==> src/hdl/pfs_pkg.sv <==
// Constants for the port flow-control strap default loader.
// Assumes one 100 MHz clock and a single user of these definitions.
package pfs_pkg;

	// Latched soft-strap vector, one bit per strap.
	localparam int STRAP_W = 8;
	localparam int S_INT_FDX_PAUSE = 0;
	localparam int S_INT_MANUAL = 1;
	localparam int S_EXT_SPEED = 2;
	localparam int S_EXT_DPX_POL = 3;
	localparam int S_EXT_BACKPRESSURE = 4;
	localparam int S_EXT_FDX_PAUSE = 5;
	localparam int S_EXT_MANUAL = 6;
	localparam int S_HEARTBEAT_OFF = 7;
	// Strap defaults: fdx pause 1, manual 0, speed 1, bp 1, others 0.
	localparam logic [STRAP_W-1:0] STRAP_RST = 8'h35;

	// Register default bits produced by the decode.
	localparam int CFG_W = 18;
	localparam int C_INT_TX_PAUSE = 0;
	localparam int C_INT_RX_PAUSE = 1;
	localparam int C_INT_MANUAL_SEL = 2;
	localparam int C_INT_ADV_ASYM = 3;
	localparam int C_INT_ADV_SYM = 4;
	localparam int C_VP_LP_100FD = 5;
	localparam int C_VP_LP_100HD = 6;
	localparam int C_VP_LP_10FD = 7;
	localparam int C_VP_LP_10HD = 8;
	localparam int C_VP_LP_ASYM = 9;
	localparam int C_VP_LP_PAUSE = 10;
	localparam int C_EXT_BACKPRESSURE = 11;
	localparam int C_EXT_TX_PAUSE = 12;
	localparam int C_EXT_RX_PAUSE = 13;
	localparam int C_EXT_MANUAL_SEL = 14;
	localparam int C_VP_ADV_ASYM = 15;
	localparam int C_VP_ADV_SYM = 16;
	localparam int C_HEARTBEAT_OFF = 17;
	localparam logic [CFG_W-1:0] CFG_RST = 18'h00000;

	// External port operating modes (hard-strap encoding).
	localparam logic [1:0] MODE_MII_MAC = 2'h0;
	localparam logic [1:0] MODE_MII_PHY = 2'h1;
	localparam logic [1:0] MODE_RMII_PHY = 2'h2;

	// Cycles to wait after reset so the pin synchronisers hold real levels.
	localparam int SETTLE_CYC = 3;
	localparam int SETTLE_W = 2;

	typedef enum logic [1:0] {
		ST_SAMPLE = 2'h0,
		ST_LOAD = 2'h1,
		ST_APPLY = 2'h3,
		ST_RUN = 2'h2
	} pfs_state_e;

endpackage

==> src/hdl/pfs_sync.sv <==
// Two-flop synchroniser for a group of pin levels.
// Assumes the inputs are quasi-static straps or slow pin levels.
`timescale 1ns/1ps
module pfs_sync #(
	parameter int WIDTH = 1
) (
	// Clock and reset.
	input wire logic clk,
	input wire logic rstn,
	// Levels.
	input wire logic [WIDTH-1:0] async_in,
	output logic [WIDTH-1:0] sync_out
);

	logic [WIDTH-1:0] meta_q;

	// Refuse a width the flops cannot hold, at elaboration.
	if (WIDTH < 1) begin : g_bad_width
		$error("pfs_sync width must be at least one");
	end

	// The first stage feeds only the second stage.
	always_ff @(posedge clk or negedge rstn) begin
		if (!rstn) begin
			meta_q <= '0;
			sync_out <= '0;
		end else begin
			meta_q <= async_in;
			sync_out <= meta_q;
		end
	end

endmodule

==> src/hdl/pfs_strap_loader.sv <==
// Soft-strap latch, loader override and register default decode for
// the internal-PHY port and the external MII port.
// Assumes strap pins are board levels, the loader and software sit on clk.
`timescale 1ns/1ps
module pfs_strap_loader (
	// Clock and reset.
	input wire logic clk,
	input wire logic rstn,
	// Strap pins and hard mode strap.
	input wire logic [pfs_pkg::STRAP_W-1:0] strap_pins,
	input wire logic [1:0] ext_mode,
	// Configuration loader.
	input wire logic ldr_busy,
	input wire logic ldr_wr,
	input wire logic [pfs_pkg::STRAP_W-1:0] ldr_mask,
	input wire logic [pfs_pkg::STRAP_W-1:0] ldr_data,
	// Register reset and software writes.
	input wire logic reg_rst,
	input wire logic sw_wr,
	input wire logic [pfs_pkg::CFG_W-1:0] sw_mask,
	input wire logic [pfs_pkg::CFG_W-1:0] sw_data,
	// External port link status.
	input wire logic ext_port_duplex_in,
	input wire logic vneg_fail,
	input wire logic vneg_speed_100,
	// Results.
	output logic defaults_ready,
	output logic [pfs_pkg::CFG_W-1:0] cfg_bits,
	output logic ext_full_duplex,
	output logic ext_speed_100
);

	pfs_pkg::pfs_state_e state_q;
	logic [pfs_pkg::SETTLE_W-1:0] settle_q;
	logic [pfs_pkg::STRAP_W-1:0] strap_q;
	logic [pfs_pkg::CFG_W-1:0] cfg_q;
	logic [pfs_pkg::STRAP_W-1:0] strap_s;
	logic dpx_s;
	logic dpx_full_q;
	logic speed_q;

	////////////////////////////////////////////////////////////////////////
	// Pin synchronisers.

	pfs_sync #(.WIDTH(pfs_pkg::STRAP_W + 1)) u_sync (
		.clk(clk),
		.rstn(rstn),
		.async_in({ext_port_duplex_in, strap_pins}),
		.sync_out({dpx_s, strap_s})
	);

	////////////////////////////////////////////////////////////////////////
	// Decode of the latched straps into register defaults.

	function automatic logic [pfs_pkg::CFG_W-1:0] decode(
		input logic [pfs_pkg::STRAP_W-1:0] s,
		input logic [1:0] mode
	);
		logic [pfs_pkg::CFG_W-1:0] c;
		logic mac;
		logic ext_man;
		logic spd;
		logic fdx;
		c = '0;
		mac = (mode == pfs_pkg::MODE_MII_MAC);
		ext_man = s[pfs_pkg::S_EXT_MANUAL] & ~mac;
		spd = s[pfs_pkg::S_EXT_SPEED];
		fdx = s[pfs_pkg::S_EXT_DPX_POL];
		c[pfs_pkg::C_INT_TX_PAUSE] = s[pfs_pkg::S_INT_FDX_PAUSE];
		c[pfs_pkg::C_INT_RX_PAUSE] = s[pfs_pkg::S_INT_FDX_PAUSE];
		c[pfs_pkg::C_INT_MANUAL_SEL] = s[pfs_pkg::S_INT_MANUAL];
		// A manually resolved port advertises no pause of its own.
		c[pfs_pkg::C_INT_ADV_ASYM] = ~s[pfs_pkg::S_INT_MANUAL]
			& s[pfs_pkg::S_INT_FDX_PAUSE];
		c[pfs_pkg::C_INT_ADV_SYM] = ~s[pfs_pkg::S_INT_MANUAL];
		c[pfs_pkg::C_VP_LP_100FD] = spd & fdx;
		c[pfs_pkg::C_VP_LP_100HD] = spd & ~fdx;
		c[pfs_pkg::C_VP_LP_10FD] = ~spd & fdx;
		c[pfs_pkg::C_VP_LP_10HD] = ~spd & ~fdx;
		c[pfs_pkg::C_VP_LP_ASYM] = s[pfs_pkg::S_EXT_FDX_PAUSE];
		c[pfs_pkg::C_VP_LP_PAUSE] = s[pfs_pkg::S_EXT_FDX_PAUSE];
		c[pfs_pkg::C_EXT_BACKPRESSURE] = s[pfs_pkg::S_EXT_BACKPRESSURE];
		c[pfs_pkg::C_EXT_TX_PAUSE] = s[pfs_pkg::S_EXT_FDX_PAUSE];
		c[pfs_pkg::C_EXT_RX_PAUSE] = s[pfs_pkg::S_EXT_FDX_PAUSE];
		c[pfs_pkg::C_EXT_MANUAL_SEL] = ext_man;
		// The virtual PHY does not exist in MAC mode.
		c[pfs_pkg::C_VP_ADV_ASYM] = ~ext_man & ~mac;
		c[pfs_pkg::C_VP_ADV_SYM] = ~ext_man & ~mac;
		c[pfs_pkg::C_HEARTBEAT_OFF] = s[pfs_pkg::S_HEARTBEAT_OFF]
			& (mode == pfs_pkg::MODE_MII_PHY);
		return c;
	endfunction

	////////////////////////////////////////////////////////////////////////
	// Sequencer: sample, loader window, apply, run.

	always_ff @(posedge clk or negedge rstn) begin
		if (!rstn) begin
			state_q <= pfs_pkg::ST_SAMPLE;
		end else begin
			case (state_q)
				pfs_pkg::ST_SAMPLE: begin
					if (settle_q == pfs_pkg::SETTLE_W'(pfs_pkg::SETTLE_CYC)) begin
						state_q <= pfs_pkg::ST_LOAD;
					end
				end
				pfs_pkg::ST_LOAD: begin
					if (!ldr_busy) begin
						state_q <= pfs_pkg::ST_APPLY;
					end
				end
				pfs_pkg::ST_APPLY: begin
					state_q <= pfs_pkg::ST_RUN;
				end
				default: begin
					if (reg_rst) begin
						state_q <= pfs_pkg::ST_APPLY;
					end
				end
			endcase
		end
	end

	always_ff @(posedge clk or negedge rstn) begin
		if (!rstn) begin
			settle_q <= '0;
		end else if (state_q == pfs_pkg::ST_SAMPLE) begin
			settle_q <= settle_q + pfs_pkg::SETTLE_W'(1);
		end
	end

	// Straps latch once; only the loader may change them afterwards.
	always_ff @(posedge clk or negedge rstn) begin
		if (!rstn) begin
			strap_q <= pfs_pkg::STRAP_RST;
		end else if (state_q == pfs_pkg::ST_SAMPLE
				&& settle_q == pfs_pkg::SETTLE_W'(pfs_pkg::SETTLE_CYC)) begin
			strap_q <= strap_s;
		end else if (state_q == pfs_pkg::ST_LOAD && ldr_wr) begin
			strap_q <= (strap_q & ~ldr_mask) | (ldr_data & ldr_mask);
		end
	end

	// Software may overwrite any default once the block runs.
	always_ff @(posedge clk or negedge rstn) begin
		if (!rstn) begin
			cfg_q <= pfs_pkg::CFG_RST;
		end else if (state_q == pfs_pkg::ST_APPLY) begin
			cfg_q <= decode(strap_q, ext_mode);
		end else if (state_q == pfs_pkg::ST_RUN && sw_wr && !reg_rst) begin
			cfg_q <= (cfg_q & ~sw_mask) | (sw_data & sw_mask);
		end
	end

	////////////////////////////////////////////////////////////////////////
	// External port duplex and fallback speed.

	always_ff @(posedge clk or negedge rstn) begin
		if (!rstn) begin
			dpx_full_q <= 1'b0;
		end else if (ext_mode == pfs_pkg::MODE_MII_MAC) begin
			dpx_full_q <= (dpx_s == strap_q[pfs_pkg::S_EXT_DPX_POL]);
		end else begin
			dpx_full_q <= cfg_q[pfs_pkg::C_VP_LP_100FD]
				| cfg_q[pfs_pkg::C_VP_LP_10FD];
		end
	end

	always_ff @(posedge clk or negedge rstn) begin
		if (!rstn) begin
			speed_q <= 1'b0;
		end else if (vneg_fail) begin
			speed_q <= strap_q[pfs_pkg::S_EXT_SPEED];
		end else begin
			speed_q <= vneg_speed_100;
		end
	end

	assign defaults_ready = (state_q == pfs_pkg::ST_RUN);
	assign cfg_bits = cfg_q;
	assign ext_full_duplex = dpx_full_q;
	assign ext_speed_100 = speed_q;

	////////////////////////////////////////////////////////////////////////
	// Checks.

	chk_int_pause_load: assert property (
		@(posedge clk) disable iff (!rstn)
		state_q == pfs_pkg::ST_APPLY |=>
		cfg_q[pfs_pkg::C_INT_TX_PAUSE]
		== $past(strap_q[pfs_pkg::S_INT_FDX_PAUSE])
		&& cfg_q[pfs_pkg::C_INT_RX_PAUSE] == cfg_q[pfs_pkg::C_INT_TX_PAUSE])
		else $error("internal pause enables differ from strap");

	chk_int_manual_adv: assert property (
		@(posedge clk) disable iff (!rstn)
		state_q == pfs_pkg::ST_APPLY && strap_q[pfs_pkg::S_INT_MANUAL] |=>
		cfg_q[pfs_pkg::C_INT_MANUAL_SEL] && !cfg_q[pfs_pkg::C_INT_ADV_SYM]
		&& !cfg_q[pfs_pkg::C_INT_ADV_ASYM])
		else $error("internal manual strap not reflected");

	// The sampled reset keeps the release edge out: the flops were cleared there.
	chk_ext_speed_fallback: assert property (
		@(posedge clk) disable iff (!rstn)
		rstn && vneg_fail
		|=> ext_speed_100 == $past(strap_q[pfs_pkg::S_EXT_SPEED]))
		else $error("fallback speed not taken from strap");

	chk_duplex_polarity: assert property (
		@(posedge clk) disable iff (!rstn)
		rstn && ext_mode == pfs_pkg::MODE_MII_MAC
		##1 ext_mode == pfs_pkg::MODE_MII_MAC
		|-> ext_full_duplex == ($past(dpx_s)
		== $past(strap_q[pfs_pkg::S_EXT_DPX_POL])))
		else $error("duplex pin polarity wrong");

	chk_lp_ability_onehot: assert property (
		@(posedge clk) disable iff (!rstn)
		$past(state_q) == pfs_pkg::ST_APPLY |->
		$onehot(cfg_q[pfs_pkg::C_VP_LP_10HD:pfs_pkg::C_VP_LP_100FD])
		&& cfg_q[pfs_pkg::C_VP_LP_100FD]
		== ($past(strap_q[pfs_pkg::S_EXT_SPEED])
		&& $past(strap_q[pfs_pkg::S_EXT_DPX_POL])))
		else $error("partner ability bits wrong");

	chk_ext_pause_load: assert property (
		@(posedge clk) disable iff (!rstn)
		state_q == pfs_pkg::ST_APPLY |=>
		cfg_q[pfs_pkg::C_EXT_TX_PAUSE]
		== $past(strap_q[pfs_pkg::S_EXT_FDX_PAUSE])
		&& cfg_q[pfs_pkg::C_VP_LP_PAUSE] == cfg_q[pfs_pkg::C_EXT_RX_PAUSE]
		&& cfg_q[pfs_pkg::C_EXT_BACKPRESSURE]
		== $past(strap_q[pfs_pkg::S_EXT_BACKPRESSURE]))
		else $error("external pause defaults differ from strap");

	chk_mac_ignores_man: assert property (
		@(posedge clk) disable iff (!rstn)
		state_q == pfs_pkg::ST_APPLY && ext_mode == pfs_pkg::MODE_MII_MAC |=>
		!cfg_q[pfs_pkg::C_EXT_MANUAL_SEL] && !cfg_q[pfs_pkg::C_VP_ADV_SYM])
		else $error("manual strap used in MAC mode");

	chk_heartbeat_mode: assert property (
		@(posedge clk) disable iff (!rstn)
		state_q == pfs_pkg::ST_APPLY && ext_mode != pfs_pkg::MODE_MII_PHY |=>
		!cfg_q[pfs_pkg::C_HEARTBEAT_OFF])
		else $error("heartbeat-off set outside MII PHY mode");

	chk_override_window: assert property (
		@(posedge clk) disable iff (!rstn)
		state_q == pfs_pkg::ST_RUN |=> $stable(strap_q))
		else $error("straps changed after the loader window");

	chk_reset_reload: assert property (
		@(posedge clk) disable iff (!rstn)
		state_q == pfs_pkg::ST_RUN && reg_rst |=> state_q == pfs_pkg::ST_APPLY
		##1 cfg_q == decode($past(strap_q), $past(ext_mode)))
		else $error("register reset did not reload defaults");

	cov_loader_override: cover property (@(posedge clk) disable iff (!rstn)
		state_q == pfs_pkg::ST_LOAD && ldr_wr ##[1:20] defaults_ready);
	cov_reg_reset: cover property (@(posedge clk) disable iff (!rstn)
		defaults_ready && reg_rst ##2 defaults_ready);
	cov_fallback: cover property (@(posedge clk) disable iff (!rstn)
		vneg_fail ##1 ext_speed_100);
	cov_sw_write: cover property (@(posedge clk) disable iff (!rstn)
		defaults_ready && sw_wr ##1 cfg_bits != $past(cfg_bits));

endmodule

==> config.mk <==
export PLATFORM = sky130hd
export DESIGN_NAME = pfs_strap_loader
export DESIGN_NICKNAME = d
export VERILOG_FILES = /design/src/hdl/pfs_pkg.sv /design/src/hdl/pfs_sync.sv /design/src/hdl/pfs_strap_loader.sv
export SDC_FILE = /design/constraint.sdc
export NUM_CORES = 1
export LEC_CHECK = 0
export ABC_AREA = 1
export BUFFER_PORTS_ARGS = -buffer_cell sky130_fd_sc_hd__buf_4
export CAP_MARGIN = 5
export CORE_MARGIN = 3
export CORE_UTILIZATION = 40
export CTS_CLUSTER_DIAMETER = 60
export CTS_CLUSTER_SIZE = 14
export DETAILED_ROUTE_END_ITERATION = 10
export GPL_TIMING_DRIVEN = 0
export PLACE_DENSITY = 0.78
export SKIP_CTS_REPAIR_TIMING = 1
export SYNTH_ARGS = -nofsm -noshare
export SYNTH_HDL_FRONTEND = slang
export SYNTH_SLANG_ARGS = --single-unit
==> constraint.sdc <==
create_clock -name clk -period 2.6 [get_ports clk]
set_clock_uncertainty 0.1 [all_clocks]
set_input_delay 0.52 -clock clk [delete_from_list [all_inputs] [get_ports clk]]
set_output_delay 0.52 -clock clk [all_outputs]
set_load 0.1 [all_outputs]
# After elaboration in Yosys (flattened, before gate mapping)
# Index checks and enable logic that the tools add are counted.
[classes] reduce_logical=11 eq_ne=8 n_div=0 n_mux=10 n_addsub=1 n_mul=0 n_lt_le_gt_ge=0 n_bitwise=22 shifts=0
[ops] cell="18-bit bitwise AND" count=2
[ops] cell="18-bit 2-to-1 mux" count=2
[ops] cell="18-bit NOT" count=1
[ops] cell="18-bit bitwise OR" count=1
[ops] cell="8-bit bitwise AND" count=2
[ops] cell="8-bit 2-to-1 mux" count=2
[ops] cell="1-bit bitwise AND" count=8
[ops] cell="8-bit NOT" count=1
[ops] cell="8-bit bitwise OR" count=1
[ops] cell="2-bit == test, second input constant" count=3
[ops] cell="2-bit 2-to-1 mux" count=3
[ops] cell="2-bit case mux with 3 select lines" count=1
[ops] cell="1-bit NOT" count=5
[ops] cell="2-bit by 1-bit == test with 1-bit output, second input constant" count=2
[ops] cell="1-bit logical AND" count=4
[ops] cell="2-bit logical NOT" count=2
[ops] cell="2-bit nonzero test" count=2
[ops] cell="4-bit nonzero test" count=1
[ops] cell="3-bit AND reduction" count=1
[ops] cell="2-bit by 1-bit adder with 2-bit output, second input constant" count=1
[ops] cell="1-bit 2-to-1 mux" count=2
[ops] cell="2-bit by 1-bit != test with 1-bit output, second input constant" count=1
[ops] cell="2-bit != test, second input constant" count=1
[ops] cell="1-bit == test" count=1
[ops] cell="2 further kinds" count=2
[totals] elab_cells=60 ff_bits=50 inputBits=71 ramBits=0 mem_count=0 latchBits=0 rom_bits=0 out_inout_bits=21

# Logic depth before layout (Yosys ltp)
# Gate-level depths: netlist (run 1).
[logic_depth] depth_word=6 depth_mapped=8 mapped_depth_nobuf=6

# Modules after synthesis
# A second synthesis (run 1) with hierarchy kept.
[hier_totals] cells_unflattened=331 hier_area_um2=2514.9
[by_module_without_submodules] mod="pfs_strap_loader" instances=1 area_each_um2=2064.5 cells_per_inst=313 seq_area_each_um2=805.8
[by_module_without_submodules] mod="pfs_sync" instances=1 area_each_um2=450.4 cells_per_inst=18 seq_area_each_um2=450.4

# Worst setup path before layout (run 1)
# Ideal clock, no wire load.
[synth_timing] kind="flip-flop to output port" from="reg state_q[1]" to="out defaults_ready" required_time_ps=1980 path_buffers=2 arrival_ps=1925 stages_incl_launch_ff=5 setup_slack_ps=55 cell_sequence="dfrtp_1 -> buf_4 -> inv_1 -> buf_2 -> nor2_1"
[synth_between] elab_chain_len=1
[synth_rtl] item="start: declaration" line_no="pfs_strap_loader.sv:33" text="pfs_pkg::pfs_state_e state_q;"
[synth_rtl] item="start signal: assignment" line_no="pfs_strap_loader.sv:99" text="state_q <= pfs_pkg::ST_SAMPLE;"
[synth_rtl] item="start signal: assignment" line_no="pfs_strap_loader.sv:104" text="state_q <= pfs_pkg::ST_LOAD;"
[synth_rtl] item="start signal: assignment" line_no="pfs_strap_loader.sv:109" text="state_q <= pfs_pkg::ST_APPLY;"
[synth_rtl] item="2-bit == test" line_no="pfs_strap_loader.sv:179" text="assign defaults_ready = (state_q == pfs_pkg::ST_RUN);"
[synth_rtl] item="end: declaration" line_no="pfs_strap_loader.sv:27" text="output logic defaults_ready,"
# No other way between the ends.

# Final worst setup path (run 1)
# Same ends and word-level chain as after synthesis.

==> impl_metrics.json, run 1 <==
{
  "grt_overflow": 0,
  "drv_cap": 0,
  "crit_path_max_fanout": 10,
  "detail-route-antenna-nets": 0,
  "wl_um": 6960,
  "p_leak_nw": 1.91,
  "first_global_vias": 2456,
  "drt_iter0_drc": 216,
  "place_congestion": 0.804,
  "post-synth-top-area-fraction_pct": 46.9,
  "cts_tree": "built",
  "yosysTopAreaCell": "dfrtp_1",
  "setup_viol": 0,
  "fin_area_mm2": 0.00331,
  "syn_area_per_cell_um2": 7.75,
  "grt_pass1_wl_um": 11500,
  "die_y_um": 84.4,
  "insertion_delay_ps": 300,
  "ys_seq_area_share_pct": 51.1,
  "clk_pin_slew_ps": 90,
  "dp_cells": 478,
  "viasPerCell": 5.13,
  "coreArea_mm2": 0.00571,
  "rsz0062_at_grt": "false",
  "grt.total_usage_pct": 19.8,
  "drive_gt1_share_pct": 29.7,
  "pin_count": 92,
  "drc": 0,
  "fp.dieArea_mm2": 0.00712,
  "synth-seq-cells": 50,
  "ys_types": 20,
  "cts_root_buf": "clkbuf_8",
  "nFillCells": 521,
  "synth_cells": 317,
  "initial_core_util_pct": 43.0,
  "ys_top_cells_by_area": "dfrtp_1 (47%), nand2_1 (19%), nand3_1 (12%)",
  "antenna-diode-count": 0,
  "num_rows": 27,
  "hold_viol": 0,
  "antenna_found_initial": 0,
  "instances_no_fill": 486,
  "required_ps": 1980,
  "crit_start": "state_q[1]",
  "fin_crit_ps": 2120,
  "reg2reg_slack_ps": 1040,
  "slew_violations": 0,
  "r2r-start": "settle_q[0]",
  "vias": 2495,
  "htreeDepth": 2,
  "max_slew_margin_pct": 58.8,
  "synth_nets": 389,
  "yosysWarnings": 0,
  "firstDrtPassIters": 4,
  "rr_worst_depth": 7,
  "status": "complete, no violations",
  "vdd_drop_max_mv": 0.296,
  "arrival_ps": 1500,
  "power_density_mw_per_mm2": 598,
  "netlist_area_mm2": 0.00246,
  "dp_hpwl_um": 5230,
  "end_kind": "output pin",
  "fin_setup_tns_ps": 0,
  "fp.dieW_um": 84.4,
  "cts_made_buffers": 5,
  "fin_crit_sh_pct": 81.5,
  "port_buffers": 89,
  "crit_type": "reg -> out",
  "cp-endpoint": "defaults_ready",
  "wl_per_cell_um": 14.3,
  "final_util_pct": 58.0,
  "fmaxAchievable_mhz": 472,
  "tightest_slew_ps": 619,
  "final_nets": 485,
  "ctsLongestPathBuffers": 2,
  "areaGrowthSynthToFinish_pct": 34.9,
  "crit_path_start_kind": "flop",
  "cts.sinks": 50,
  "hp-class": "in -> async",
  "dpl_cell_area_mm2": 0.00321,
  "grt_max_degree": 51
}
critical path, cell delays in order, from the launching register on:
cell,delay (ps)
dfrtp_1,340
buf_4,180
inv_1,80
buf_2,190
nor2_1,110
buf_4,300
power breakdown:
group	internal [mW]	switching (mW)	leakage [nW]
clock network	0.219	0.259	0.0478
registers	0.833	0.0316	0.587
logic	0.171	0.466	1.28
how the worst min path moves through the flow:
stage / depth (start not counted) / to / from / slack [ps]
floorplan: 0 / asynchronous set/reset pin / rstn / 120
CTS: 1 / u_sync.meta_q[1] / rstn / 150
finish: 1 / u_sync.meta_q[1] / rstn / 130
global placement: 0 / u_sync.sync_out[4] / u_sync.meta_q[4] / 230
global route: 1 / u_sync.meta_q[1] / rstn / 160
detailed placement: 0 / u_sync.sync_out[4] / u_sync.meta_q[4] / 240
layout by cell type (no fill, tap or decap), drive strengths merged:
master	instances
nand3	58
o21ai	10
a21oi	2
ha	1
inv	20
xor2	2
clkinvlp	1
dfstp	4
dfrtp	46
nor3	2
nand4	20
clkbuf	6
nand2	127
nor2	8
buf	107
synthesized netlist by cell type:
cell,n
a21oi_1,2
buf_1,1
buf_2,16
buf_4,1
dfrtp_1,46
dfstp_2,4
ha_1,1
inv_1,18
inv_2,1
nand2_1,125
nand2_2,2
nand3_1,58
nand4_1,20
nor2_1,6
nor2_2,1
nor2_4,1
nor3_1,2
o21ai_0,3
o21ai_1,7
xor2_1,2
through the flow:
stage               hold WS (ps)  power, mW  setup WS, ps
CTS                          146       2.01           457
global placement             233       1.51           818
floorplan                    124       1.30          54.8
global route                 165       2.09           413
detailed placement           236       1.52           806
finish                       129       1.98           482
layout make-up:
type	instances	area, µm²	area share [%]
buffer	18	91.3	2.76
clock buffer	6	82.6	2.49
clock inverter	2	16.3	0.491
inverter	19	71.3	2.15
multi-input combinational	230	1040	31.3
sequential	50	1260	37.9
tap	72	90.1	2.72
timing repair buffer	89	668	20.2
layer usage:
metal | vias up | wire length (µm) | share of wire (%) | track usage, %
li1 | 1231 | - | - | -
met1 | 1181 | 2930 | 42 | 25.7
met2 | 81 | 3460 | 50 | 33.4
met3 | 2 | 545 | 7.8 | 5.20
met4 | 0 | 27 | 0.39 | 4.32
met5 | - | 0 | 0 | 0
cells by family after synthesis:
| family | Yosys count | synth area share [%] |
|---|---|---|
| flops | 50 | 51.1 |
| simple gates | 215 | 38.6 |
| compound gates | 12 | 2.44 |
| buf+inv | 37 | 6.62 |
| fa+ha+maj | 1 | 0.509 |
| xor+xnor | 2 | 0.713 |
(Power assumes the default switching activity.)
==> run 2, diff against run 1 <==
PLACE_DENSITY = 0.81   (was 0.78)
clock period = 1.7 ns   (was 2.6 ns; I/O delays follow)
==> run 2 against run 1 <==
Global-route usage up 0.85 points. Total power up 62%. Utilization up 2.5 points. Via count up 2.8%. Clock power up 89%. Non-clock buffer count up 11. First-iteration DRC count up 4.6%. Die area unchanged. Largest cell class unchanged. Highest routed layer unchanged.
==> impl_metrics.json, run 2 (synthesis gave the netlist of run 1 again) <==
{
  "instances_no_fill": 497,
  "insertion_delay_ps": 310,
  "cts.sinks": 50,
  "drc": 0,
  "drv_cap": 0,
  "die_y_um": 84.4,
  "viasPerCell": 5.16,
  "crit_type": "reg -> out",
  "grt_overflow": 0,
  "antenna_found_initial": 0,
  "reg2reg_slack_ps": 110,
  "grt_max_degree": 51,
  "port_buffers": 89,
  "fp.dieArea_mm2": 0.00712,
  "cts_tree": "built",
  "tightest_slew_ps": 661,
  "fin_crit_sh_pct": 100,
  "setup_viol": 0,
  "crit_path_start_kind": "flop",
  "fin_crit_ps": 1700,
  "grt_pass1_wl_um": 12100,
  "slew_violations": 0,
  "clk_pin_slew_ps": 100,
  "cts_root_buf": "clkbuf_8",
  "layout_commonest_cell": "nand2_1",
  "ctsLongestPathBuffers": 2,
  "vias": 2566,
  "hold_viol": 0,
  "initial_core_util_pct": 43.0,
  "finalPower_mw": 3.21,
  "wl_per_cell_um": 14.5,
  "grt.total_usage_pct": 20.6,
  "power_density_mw_per_mm2": 930,
  "vdd_drop_max_mv": 0.447,
  "fp.dieW_um": 84.4,
  "required_ps": 1260,
  "wl_um": 7190,
  "place_congestion": 0.799,
  "p_leak_nw": 1.98,
  "drive_gt1_share_pct": 32.0,
  "htreeDepth": 2,
  "cts_made_buffers": 5,
  "fmaxAchievable_mhz": 588,
  "status": "complete, no violations",
  "holdWs_ps": 21.8,
  "pin_count": 92,
  "end_kind": "output pin",
  "max_slew_margin_pct": 56.0,
  "antenna-diode-count": 0,
  "areaGrowthSynthToFinish_pct": 40.7,
  "dp_cells": 478,
  "hp-class": "in -> reg",
  "arrival_ps": 1260,
  "firstDrtPassIters": 5,
  "final_cell_mix": "nand2_1 (125), buf_4 (99), nand3_1 (58), dfrtp_1 (45), nand4_1 (20)",
  "drt_iter0_drc": 226,
  "dp_hpwl_um": 5210,
  "first_global_vias": 2570,
  "coreArea_mm2": 0.00571,
  "fin_setup_tns_ps": 0,
  "detail-route-antenna-nets": 0,
  "rsz0062_at_grt": "true",
  "final_util_pct": 60.5,
  "final_nets": 496,
  "crit_path_max_fanout": 5,
  "num_rows": 27
}
[run 2: where the power goes]
| group | total, mW | switching (mW) | internal, mW |
|---|---|---|---|
| Sequential | 1.32 | 0.0480 | 1.28 |
| Clock | 0.903 | 0.456 | 0.447 |
| Combinational | 0.988 | 0.715 | 0.273 |
[run 2: routing by layer]
layer	routed length [µm]	share of wire, %	track usage [%]
met5	0	0	0
met4	61	0.85	4.75
met3	635	8.8	5.50
met2	3450	48	33.7
met1	3040	42	27.6
[run 2: worst max-delay path, stage by stage (launching register included)]
cell and delay, ps:
dfrtp_1 360, buf_6 130, inv_4 40, buf_6 120
nor2_4 120, buf_12 180
[run 2: final timing paths]
kind,startpoint,to,cells after the start
setup reg to reg,settle_q[0],flop,8
hold reg to reg,u_sync.meta_q[7],u_sync.sync_out[7],0
setup / recovery,state_q[1],defaults_ready,5
hold / removal,ext_port_duplex_in,u_sync.meta_q[8],1
max in group asynchronous,rstn,state_q[0],2
min in group asynchronous,rstn,asynchronous set/reset pin,2
[run 2: layout make-up]
type                            instances  area (µm²)
Timing Repair Buffer                  100         766
Fill cell                             517        2250
Clock inverter                          3        47.5
Sequential cell                        50        1260
Clock buffer                            5        68.8
Multi-Input combinational cell        230        1040
Buffer                                 18         106
Tap cell                               72        90.1
Inverter                               19        73.8
[run 2: metrics by stage]
| stage | worst slack [ps] | instance area (µm²) |
|---|---|---|
| after floorplan | 108 | 2460 |
| after CTS | -244 | 3340 |
| final | 0.679 | 3450 |
| after global placement | 120 | 3220 |
| after global routing | -41.4 | 3450 |
| after detailed placement | 111 | 3220 |
==> run 3, diff against run 2 <==
PLACE_DENSITY = 0.7   (was 0.81)
==> run 3 against run 2 <==
Die area is the same. Critical path depth is the same. Flip-flop and latch count is the same. Hold slack gained 4.4 ps. Cell area shrank 1.2%. Clock power shrank 17%. Cell count shrank 0.60%. Sequential share of layout area grew 0.43 points. Highest routed layer unchanged. Utilization shrank 0.70 points. Count of clock-buffer cells in the layout grew 1. First-iteration DRC count shrank 33%. The flow now finishes with violations (setup timing).
==> impl_metrics.json, run 3 (synthesis gave the netlist of run 1 again) <==
{
  "status": "complete, but fails checks",
  "violations": "setup timing",
  "grt_overflow": 0,
  "insertion_delay_ps": 310,
  "p_leak_nw": 1.96,
  "clk_pin_slew_ps": 90,
  "power_switching_mw": 1.18,
  "port_buffers": 89,
  "min_to": "u_sync.meta_q[4]",
  "slowest_stage": "dfrtp_1",
  "power_density_mw_per_mm2": 897,
  "detail-route-antenna-nets": 0,
  "cts_made_buffers": 5,
  "r2r-start": "settle_q[0]",
  "cell_internal_pwr_mw": 1.88,
  "nFillCells": 523,
  "cts_root_buf": "clkbuf_8",
  "htreeDepth": 2,
  "grt.total_usage_pct": 19.8,
  "drive_gt1_share_pct": 31.5,
  "areaGrowthSynthToFinish_pct": 39.0,
  "wl_per_cell_um": 14.1,
  "rr_worst_depth": 7,
  "dp_cells": 478,
  "cp_slowest_stage_delay_ps": 350,
  "tightest_slew_ps": 632,
  "routed.top_layer": "met4",
  "hold_viol": 0,
  "instances_no_fill": 494,
  "pin_count": 92,
  "drv_cap": 0,
  "finalPower_mw": 3.06,
  "vias": 2536,
  "viasPerCell": 5.13,
  "place_congestion": 0.810,
  "drc": 0,
  "met1_length_um": 2890,
  "hold_path_depth": 1,
  "met2_length_um": 3290,
  "end_kind": "output pin",
  "final_nets": 493,
  "pwr-share-comb_pct": 32.3,
  "path_cells": "buf_6, inv_4, buf_6, nor2_4, buf_12",
  "rsz0062_at_grt": "true",
  "slew_violations": 0,
  "die_y_um": 84.4,
  "layout_commonest_cell": "nand2_1",
  "hp-start": "strap_pins[4]",
  "crit_path_max_fanout": 7,
  "antenna_found_initial": 0,
  "fin_crit_sh_pct": 100,
  "grt_max_degree": 51,
  "grt_pass1_wl_um": 11400,
  "crit_type": "reg -> out",
  "fp.dieW_um": 84.4,
  "cpLargestDelayFamily": "buffers and inverters",
  "max_slew_margin_pct": 57.9,
  "antenna-diode-count": 0,
  "vdd_drop_max_mv": 0.659,
  "required_ps": 1260,
  "crit_path_frequent_cell": "buf_6",
  "seq_power_share_pct": 43.1,
  "ctsLongestPathBuffers": 2,
  "arrival_ps": 1260,
  "clkPwrFrac_pct": 24.5,
  "worst_slack_ps": -4.39,
  "first_global_vias": 2403,
  "dp_hpwl_um": 5030,
  "fin_setup_tns_ps": -4.39,
  "final_cell_mix": "nand2_1 (125), buf_4 (96), nand3_1 (58), dfrtp_1 (45), nand4_1 (20)",
  "cts.sinks": 50,
  "reg2reg_slack_ps": 170,
  "fp.dieArea_mm2": 0.00712,
  "crit_path_start_kind": "flop",
  "fmaxAchievable_mhz": 587,
  "fin_crit_ps": 1700,
  "hp-class": "in -> reg",
  "setup_viol": 1,
  "wl_um": 6960,
  "switching_share_pct": 38.5,
  "drt_iter0_drc": 151,
  "path_buf_inv": 4,
  "num_rows": 27,
  "dr_wl_met3_um": 695,
  "initial_core_util_pct": 43.0,
  "coreArea_mm2": 0.00571,
  "cts_tree": "built",
  "firstDrtPassIters": 5
}
## run 3: through the flow
step	setup WS, ps	cell area (µm²)	hold slack (ps)	util, %
after floorplan	108	2460	-55.6	-
after global placement	112	3220	232	56.4
after detailed placement	118	3220	235	56.4
after CTS	-244	3320	-39.5	58.2
after global routing	-36.8	3410	10.8	59.8
final	-4.39	3410	26.2	59.8
## run 3: worst max-delay path by stage
stage | from | to | slack, ps | depth (start not counted)
floorplan | state_q[1] | defaults_ready | 110 | 4
global placement | state_q[1] | defaults_ready | 110 | 5
detailed placement | state_q[1] | defaults_ready | 120 | 5
CTS | state_q[1] | defaults_ready | -240 | 5
global route | state_q[1] | defaults_ready | -40 | 5
finish | state_q[1] | defaults_ready | -4 | 5
## run 3: layout make-up
type / instances / area, µm² / share of cell area [%]
inverters: 19 / 73.8 / 2.16
clock buffers: 6 / 82.6 / 2.42
repair buffers: 97 / 743 / 21.8
flip-flops and latches: 50 / 1260 / 36.8
well taps: 72 / 90.1 / 2.64
multi-input cells: 230 / 1040 / 30.6
plain buffers: 18 / 106 / 3.11
clock inverters: 2 / 16.3 / 0.476
## run 3: metal layers
layer / vias to the layer above / track usage (%)
li1: 1249 / -
met1: 1166 / 25.8
met2: 112 / 33.5
met3: 9 / 4.71
met4: 0 / 4.75
met5: - / 0
## run 3: power groups by stage
stage	clock, mW	combinational [mW]	sequential, mW
finish	0.752	0.990	1.32
global route	0.825	1.05	1.33
CTS	0.776	0.981	1.32
detailed placement	0	0.980	1.34
global placement	0	0.968	1.34
floorplan	0	0.194	1.80
